**config.mk**
```make
export PLATFORM = sky130hd
export DESIGN_NAME = mmcc_counter
export DESIGN_NICKNAME = d
export VERILOG_FILES = /design/src/common/mmcc_pkg.sv /design/src/core/mmcc_counter.sv
export SDC_FILE = /design/constraint.sdc
export NUM_CORES = 1
export LEC_CHECK = 0
export BUFFER_PORTS_ARGS = -buffer_cell sky130_fd_sc_hd__buf_4
export CORE_MARGIN = 5
export CORE_UTILIZATION = 40
export CTS_CLUSTER_SIZE = 25
export DETAILED_ROUTE_END_ITERATION = 8
export PLACE_DENSITY_LB_ADDON = 0.1
export SLEW_MARGIN = 40
export SYNTH_ARGS = -nofsm -noshare
export SYNTH_HDL_FRONTEND = slang
export SYNTH_SLANG_ARGS = --single-unit
```
**constraint.sdc**
```tcl
create_clock -name pclk -period 5.6 [get_ports pclk]
set_clock_uncertainty 0.1 [all_clocks]
set_input_delay 1.12 -clock pclk [delete_from_list [all_inputs] [get_ports pclk]]
set_output_delay 1.12 -clock pclk [all_outputs]
set_load 0.1 [all_outputs]
```
**src/common/mmcc_pkg.sv**
```systemverilog
package mmcc_pkg;
	localparam int NUM_CH     = 8;
	localparam int CNT_W      = 16;
	localparam int ADDR_W     = 8;
	localparam int DATA_W     = 32;
	localparam int PCLK_HZ    = 50_000_000;
	localparam int SRC_MAX_HZ = 20_000_000;

	// channel window: addr[7] low, addr[6:4] channel, addr[3:0] register
	localparam int CH_REGION_BIT = 7;
	localparam int CH_IDX_LSB    = 4;
	localparam int CH_IDX_W      = 3;
	localparam logic [3:0] OFS_MODE  = 4'h0;
	localparam logic [3:0] OFS_LOAD  = 4'h4;
	localparam logic [3:0] OFS_HOLD  = 4'h8;
	localparam logic [3:0] OFS_COUNT = 4'hC;
	localparam logic [7:0] OFS_CTRL   = 8'h80;
	localparam logic [7:0] OFS_STATUS = 8'h84;
	localparam logic [7:0] OFS_MASK   = 8'h88;

	// control word: arm bits low byte, disarm / run bits next byte
	localparam int ARM_LSB    = 0;
	localparam int DISARM_LSB = 8;

	localparam logic [3:0] GATE_NONE  = 4'h0;
	localparam logic [3:0] GATE_LEVEL = 4'h1;
	localparam logic [3:0] GATE_EDGE  = 4'h2;

	localparam logic [15:0] END_VALUE = 16'h0001;
	localparam logic [15:0] CNT_STEP  = 16'h0001;
	localparam logic [15:0] VAL_RST   = 16'h0000;
	localparam logic [7:0]  BYTE_RST  = 8'h00;

	typedef struct packed {
		logic [3:0] gate_control_field;
		logic [4:0] rsvd_hi;
		logic       special_gate_bit;
		logic       reload_source_select;
		logic       repetition_select;
		logic [3:0] rsvd_lo;
	} mmcc_mode_t;

	typedef enum logic [1:0] {
		CH_IDLE = 2'b00,
		CH_WAIT = 2'b01,
		CH_RUN  = 2'b10
	} mmcc_state_t;

	typedef struct packed {
		mmcc_state_t state;
		logic [15:0] count;
		logic        alt_hold;
		logic        end_seen;
	} mmcc_chan_t;

	localparam mmcc_mode_t MODE_RST = 16'h0000;
	localparam mmcc_chan_t CHAN_RST = '{CH_IDLE, 16'h0000, 1'h0, 1'h0};
endpackage

```
**src/core/mmcc_counter.sv**
```systemverilog
module mmcc_counter (
	input  wire logic        pclk,
	input  wire logic        presetn,
	input  wire logic        ce,
	input  wire logic        psel,
	input  wire logic        penable,
	input  wire logic        pwrite,
	input  wire logic [7:0]  paddr,
	input  wire logic [31:0] pwdata,
	output logic      [31:0] prdata,
	output logic             pready,
	output logic             pslverr,
	input  wire logic [7:0]  cnt_src,
	input  wire logic [7:0]  gate_in,
	output logic      [7:0]  end_pulse,
	output logic             irq
);
	mmcc_pkg::mmcc_mode_t mode     [mmcc_pkg::NUM_CH];
	logic [15:0]          load_reg [mmcc_pkg::NUM_CH];
	logic [15:0]          hold_reg [mmcc_pkg::NUM_CH];
	mmcc_pkg::mmcc_chan_t chan     [mmcc_pkg::NUM_CH];
	mmcc_pkg::mmcc_chan_t next_chan[mmcc_pkg::NUM_CH];
	logic [7:0]           end_status;
	logic [7:0]           end_mask;
	logic [7:0]           src_q;
	logic [7:0]           gate_q;
	logic [7:0]           end_hit;
	logic [7:0]           accept;
	logic [7:0]           arm_wr;
	logic [7:0]           disarm_wr;
	logic [7:0]           w1c;
	logic [7:0]           armed;
	logic [7:0]           running;
	logic                 ack;
	logic                 wr_ok;
	logic [31:0]          next_prdata;
	logic                 next_err;

	// one channel register at a given offset
	function automatic logic chan_hit(
		input logic [7:0] a,
		input logic [2:0] ch,
		input logic [3:0] ofs
	);
		return !a[mmcc_pkg::CH_REGION_BIT]
			&& a[mmcc_pkg::CH_IDX_LSB +: mmcc_pkg::CH_IDX_W] == ch
			&& a[mmcc_pkg::CH_IDX_LSB-1:0] == ofs;
	endfunction

	// apb answer: one wait cycle so read data is registered before pready
	always_ff @(posedge pclk or negedge presetn) begin
		if (!presetn) begin
			ack <= 1'h0;
		end else if (ce) begin
			ack <= psel & penable & ~ack;
		end
	end

	// ce low stalls the answer, so a write never lands in a frozen cycle
	assign pready = ack & ce;
	assign wr_ok  = psel & penable & pwrite & pready;

	// read mux; anything outside the map answers with an error
	always_comb begin
		next_prdata = 32'h0000_0000;
		next_err    = 1'h1;
		for (int k = 0; k < mmcc_pkg::NUM_CH; k++) begin
			if (chan_hit(paddr, 3'(k), mmcc_pkg::OFS_MODE)) begin
				next_prdata = {16'h0000, mode[k]};
				next_err    = 1'h0;
			end
			if (chan_hit(paddr, 3'(k), mmcc_pkg::OFS_LOAD)) begin
				next_prdata = {16'h0000, load_reg[k]};
				next_err    = 1'h0;
			end
			if (chan_hit(paddr, 3'(k), mmcc_pkg::OFS_HOLD)) begin
				next_prdata = {16'h0000, hold_reg[k]};
				next_err    = 1'h0;
			end
			if (chan_hit(paddr, 3'(k), mmcc_pkg::OFS_COUNT)) begin
				next_prdata = {16'h0000, chan[k].count};
				next_err    = 1'h0;
			end
		end
		if (paddr == mmcc_pkg::OFS_CTRL) begin
			next_prdata = {16'h0000, running, armed};
			next_err    = 1'h0;
		end
		if (paddr == mmcc_pkg::OFS_STATUS) begin
			next_prdata = {24'h000000, end_status};
			next_err    = 1'h0;
		end
		if (paddr == mmcc_pkg::OFS_MASK) begin
			next_prdata = {24'h000000, end_mask};
			next_err    = 1'h0;
		end
	end

	// read data and error caught on the first access cycle, held to pready
	always_ff @(posedge pclk or negedge presetn) begin
		if (!presetn) begin
			prdata  <= 32'h0000_0000;
			pslverr <= 1'h0;
		end else if (ce && psel && penable && !ack) begin
			prdata  <= next_prdata;
			pslverr <= next_err;
		end
	end

	// per-channel configuration registers
	always_ff @(posedge pclk or negedge presetn) begin
		if (!presetn) begin
			for (int k = 0; k < mmcc_pkg::NUM_CH; k++) begin
				mode[k]     <= mmcc_pkg::MODE_RST;
				load_reg[k] <= mmcc_pkg::VAL_RST;
				hold_reg[k] <= mmcc_pkg::VAL_RST;
			end
		end else if (ce && wr_ok) begin
			for (int k = 0; k < mmcc_pkg::NUM_CH; k++) begin
				if (chan_hit(paddr, 3'(k), mmcc_pkg::OFS_MODE)) begin
					mode[k] <= pwdata[15:0];
				end
				if (chan_hit(paddr, 3'(k), mmcc_pkg::OFS_LOAD)) begin
					load_reg[k] <= pwdata[15:0];
				end
				if (chan_hit(paddr, 3'(k), mmcc_pkg::OFS_HOLD)) begin
					hold_reg[k] <= pwdata[15:0];
				end
			end
		end
	end

	// interrupt mask
	always_ff @(posedge pclk or negedge presetn) begin
		if (!presetn) begin
			end_mask <= mmcc_pkg::BYTE_RST;
		end else if (ce && wr_ok && paddr == mmcc_pkg::OFS_MASK) begin
			end_mask <= pwdata[7:0];
		end
	end

	// control strobes, valid only in the completing bus cycle
	always_comb begin
		arm_wr    = 8'h00;
		disarm_wr = 8'h00;
		w1c       = 8'h00;
		if (wr_ok && paddr == mmcc_pkg::OFS_CTRL) begin
			arm_wr    = pwdata[mmcc_pkg::ARM_LSB +: 8];
			disarm_wr = pwdata[mmcc_pkg::DISARM_LSB +: 8];
		end
		if (wr_ok && paddr == mmcc_pkg::OFS_STATUS) begin
			w1c = pwdata[7:0];
		end
	end

	// sticky status: a new event beats a write-one clear in the same cycle
	always_ff @(posedge pclk or negedge presetn) begin
		if (!presetn) begin
			end_status <= mmcc_pkg::BYTE_RST;
		end else if (ce) begin
			end_status <= (end_status & ~w1c) | end_hit;
		end
	end

	assign irq = |(end_status & end_mask);

	// input history for edge detection; pins are already synchronous
	always_ff @(posedge pclk or negedge presetn) begin
		if (!presetn) begin
			src_q  <= 8'h00;
			gate_q <= 8'h00;
			end_pulse <= 8'h00;
		end else if (ce) begin
			src_q  <= cnt_src;
			gate_q <= gate_in;
			end_pulse <= end_hit;
		end
	end

	genvar i;
	generate
		for (i = 0; i < mmcc_pkg::NUM_CH; i++) begin : g_ch
			logic src_edge;
			logic gate_edge;
			logic gate_ok;
			logic done;
			logic sw;
			logic [3:0] gsel;
			logic rsel;
			logic rep;

			// special gate bit is not decoded; software keeps it clear
			assign gsel = mode[i].gate_control_field;
			assign rsel = mode[i].reload_source_select;
			assign rep  = mode[i].repetition_select;
			assign sw   = arm_wr[i] | disarm_wr[i];

			// rising edge per pclk: 50 MHz sampling covers a 20 MHz source
			assign src_edge  = cnt_src[i] & ~src_q[i];
			assign gate_edge = gate_in[i] & ~gate_q[i];

			// unknown gate codes behave as ungated
			always_comb begin
				unique case (gsel)
					mmcc_pkg::GATE_LEVEL: gate_ok = gate_in[i];
					mmcc_pkg::GATE_EDGE:  gate_ok = 1'h1;
					default:              gate_ok = 1'h1;
				endcase
			end

			assign accept[i] = ce & src_edge & gate_ok
				& (chan[i].state == mmcc_pkg::CH_RUN);
			assign end_hit[i] = accept[i]
				& (chan[i].count == mmcc_pkg::END_VALUE);
			// last terminal count of the sequence: first, or second if alternating
			assign done = ~rsel | chan[i].end_seen;
			assign armed[i]   = chan[i].state != mmcc_pkg::CH_IDLE;
			assign running[i] = chan[i].state == mmcc_pkg::CH_RUN;

			// channel sequencing; software arm and disarm take priority
			always_comb begin
				next_chan[i] = chan[i];
				if (end_hit[i]) begin
					// alternate: after the load period comes the hold period
					if (rsel) begin
						next_chan[i].count = chan[i].alt_hold ?
							load_reg[i] : hold_reg[i];
						next_chan[i].alt_hold = ~chan[i].alt_hold;
					end else begin
						next_chan[i].count = load_reg[i];
					end
					next_chan[i].end_seen = ~done;
					if (!rep && done) begin
						next_chan[i].state = mmcc_pkg::CH_IDLE;
					end else if (gsel == mmcc_pkg::GATE_EDGE && done) begin
						next_chan[i].state = mmcc_pkg::CH_WAIT;
					end
				end else if (accept[i]) begin
					next_chan[i].count = chan[i].count - mmcc_pkg::CNT_STEP;
				end
				if (chan[i].state == mmcc_pkg::CH_WAIT && gate_edge
					&& gsel == mmcc_pkg::GATE_EDGE) begin
					next_chan[i].state    = mmcc_pkg::CH_RUN;
					next_chan[i].end_seen = 1'h0;
				end
				if (arm_wr[i]) begin
					next_chan[i].state = (gsel == mmcc_pkg::GATE_EDGE) ?
						mmcc_pkg::CH_WAIT : mmcc_pkg::CH_RUN;
					next_chan[i].count    = load_reg[i];
					next_chan[i].alt_hold = 1'h0;
					next_chan[i].end_seen = 1'h0;
				end
				// repeat mode only ever disarms here
				if (disarm_wr[i]) begin
					next_chan[i].state = mmcc_pkg::CH_IDLE;
				end
			end

			// channel state, one 16-bit count each
			always_ff @(posedge pclk or negedge presetn) begin
				if (!presetn) begin
					chan[i] <= mmcc_pkg::CHAN_RST;
				end else if (ce) begin
					chan[i] <= next_chan[i];
				end
			end

		end
	endgenerate
endmodule

```
==> run summary <==
The run gives 0.399 as the relative max-transition margin. Yosys attributes the largest share of cell area to dfrtp_1, mux2_2, nor2_1. The detailed router finished its first iteration with 3120 violations.

For this design the top-level I/O count stands at 105. Measured along the x axis, the die boundary spans 304 um. After global routing the overflow that remains totals 0. The non-filler instance count after layout is 4761. The number of cells on the worst reg-to-reg path is 8. Number of sinks handled by clock tree synthesis: 602. The floorplan die height works out to 304 um. dfrtp_1 takes more of the synthesized area than any other cell. H-tree depth: 3.

Number of flip-flops under the largest register name: 160. Buffer cell driving the clock tree root: clkbuf_16. The setup slack of the worst register-to-register path was 2.24 ns. The number of antenna-violating nets in the routed design came out at 0.

The netlist uses 95 different library cells. The number of nets in the final layout was 3634. The number of clock buffers added by TritonCTS is 73. Data on the critical path arrives at its endpoint at 4.54 ns.

Endpoint of the worst register-to-register path: chan[147]. The logs give 17.6 nW for the static power due to leakage and 0.62 ns for the worst-skew pair later-pin latency. Among all flip-flop cells after synthesis, the most frequent one is dfrtp_1. After clock tree synthesis, the clock-pin slew on the worst setup and hold paths is 0.06 ns. Across the run, the number of max-cap violations was 0. The tools report the wire length reported by the detailed router as 143 mm. In this run, synthesis inferred 0 flip-flops with an integrated enable.

The average cell area after synthesis came out at 9.77 um^2. In this run the deepest clock path goes through 3 buffers. After detailed placement, the total cell area comes to 36500 um^2.

The startpoint identified for the worst register-to-register timing path is chan[151]. The area share of the largest cell type after synthesis is 0.437, and the number of antenna violations at the first check in global routing is 12. The tools report the number of buffers added for setup after CTS as 0.

Most frequently used cell type in the post-synthesis netlist: dfrtp_1. The worst slack at placement was 1.05 ns. The worst hold path belongs to the class in2async. The share of synthesized flip-flops with an asynchronous set or reset was 1.00; the number of flip-flops and latches in the synthesized netlist was 602. At the pin with the least slew margin, the transition time is 0.899 ns. The logs give 1.51 ns for the final setup slack of the worst path and 8 for the first-pass iteration count of the detailed router. The worst setup path is captured at a flop. The overall global routing resource usage is 0.306, and the final estimated routing congestion in global placement is 0.973. Including well taps, the total number of placed cells is 4625.

After legalization and detailed placement, the total HPWL measured 101 mm. The synthesized netlist cell count was 3528. In this design, the stage delay of the slowest critical-path cell is 0.71 ns. The starting density of the core came out at 0.404.

For the peak clock frequency supported by timing, the log shows 244 MHz. The tools report the post-layout utilization of the core as 0.455. The run finished with clean final reports. The die covers 92100 um^2. The post-synthesis to final-layout area growth was 12.8%. The per-cell routed wire length was 30.1 um; the register area share after synthesis was 0.437. The total number of vias was 30478. The cell area that synthesis handed to floorplanning was 34500 um^2.

The master of the slowest instance on the critical path was a311oi_1. The core area came out at 85400 um^2. The critical path goes through buf_4 > buf_4 > a21oi_1 > or4_1 > a311oi_1 > o2111ai_1 > a31oi_1 > o31ai_1 > a21oi_1. Along the worst path, the maximum fanout reaches 40.

The number of global-route vias before repair came out at 29601. The period utilization was 0.731; the final-layout setup total negative slack was 0 ns. Setup violations remaining at the end of the flow were counted as 0.

The proportion of layout cells with a drive suffix above 1 is 0.228, and the total number of placement rows is 107. Post-CTS repair changed the size of 0 cells. The minimum clock period after layout is 4.09 ns. The type of element launching the critical path was a primary input. By count the netlist is led by dfrtp_1, mux2_2, nor2_1, nand2_1, a21oi_1.

The power per cell area works out to 252 nW/um^2. For this run, the number of Yosys warnings is 0. Entering global routing, the biggest net connects 120 pins. Setup repair after global routing left no endpoint under its margin.

The total of buffers placed on input and output ports came out at 72. TritonCTS built the clock tree. In this design, the largest share of critical-path delay is due to compound AO/OA/AOI/OAI gates.

Hold repair after CTS inserted 0 buffers. Using the TritonRoute via totals, the vias-per-cell ratio works out to 6.40. The setup path with the least slack is of type in2reg. The logs give 0 for the final number of hold-violating endpoints and 0.262 mV for the maximum resistive drop on vdd. For this run, design rule violations remaining after detail routing come to 0. Once layout is done, the placed cells without fillers occupy 38900 um^2. The global-route wire length before repair is 210 mm. STA puts the critical path data required time at 6.05 ns.

The sum of buffers and inverters on the critical path came out at 2. The tools report the final count of pins violating max slew as 0.
## cells in the final DEF (no fill, tap or decap), types with 24 or more instances in the layout
cell type,netlist,routed
clkbuf_1,151,24
buf_4,21,203
clkbuf_16,0,75
o22ai_1,85,85
a22oi_1,77,77
a211oi_1,85,85
dfrtp_1,602,602
a221oi_1,39,39
nor3_1,83,83
mux2_2,413,413
xor2_1,43,43
o21ai_0,184,184
nand3_1,58,57
nor2_1,335,333
nor4_1,29,26
mux2i_1,85,85
nand2_1,329,329
xnor2_1,44,44
a21oi_1,212,212
inv_1,45,45
## final cells by class
class | instances | area (um^2)
Timing Repair Buffer | 213 | 1700
Clock buffer | 115 | 2190
Antenna cell | 4 | 10.0
Tap cell | 1144 | 1430
Clock inverter | 17 | 149
Fill cell | 8300 | 46500
Inverter | 45 | 169
Multi-Input combinational cell | 2621 | 18200
Sequential cell | 602 | 15100
## per-stage QoR
stage | hold slack (ns) | total power, mW
detailed placement | 0.368 | 5.12
floorplan | 0.340 | 4.79
finish | 0.375 | 9.81
global route | 0.397 | 10.1
CTS | 0.371 | 9.87
global placement | 0.363 | 5.10
## power by group
group / internal [mW] / switching [mW]
Combinational: 0.131 / 0.499
Clock: 2.77 / 1.99
Sequential: 4.38 / 0.0349
## per-layer routing
metal	part of all wire	track usage	up-vias
met5	0	0	-
met4	0.054	0.141	0
met3	0.074	0.0474	337
met2	0.45	0.479	1490
met1	0.42	0.420	15554
li1	-	-	13097
## kinds of logic (layout without fill, tap and decap cells)
kind of cell	after synthesis	after routing	synth area share
flops	602	602	0.437
simple gates	1072	1072	0.153
compound gates	924	924	0.176
mux	506	506	0.165
xor+xnor	87	87	0.0221
fa+ha+maj	16	16	0.00581
other cells	1	20	0.000109
buf+inv	320	390	0.0410
## worst max-delay path by stage
| stage | depth (start not counted) | slack (ns) | startpoint | to |
|---|---|---|---|---|
| after CTS | 9 | 1.70 | paddr[2] | prdata[10] |
| after global routing | 9 | 1.54 | paddr[2] | prdata[10] |
| after floorplan | 4 | 1.84 | ce | pready |
| final | 9 | 1.51 | paddr[2] | prdata[10] |
| after detailed placement | 9 | 1.05 | paddr[2] | prdata[10] |
| after global placement | 9 | 1.15 | paddr[2] | prdata[10] |
(Power assumes the default switching activity.)
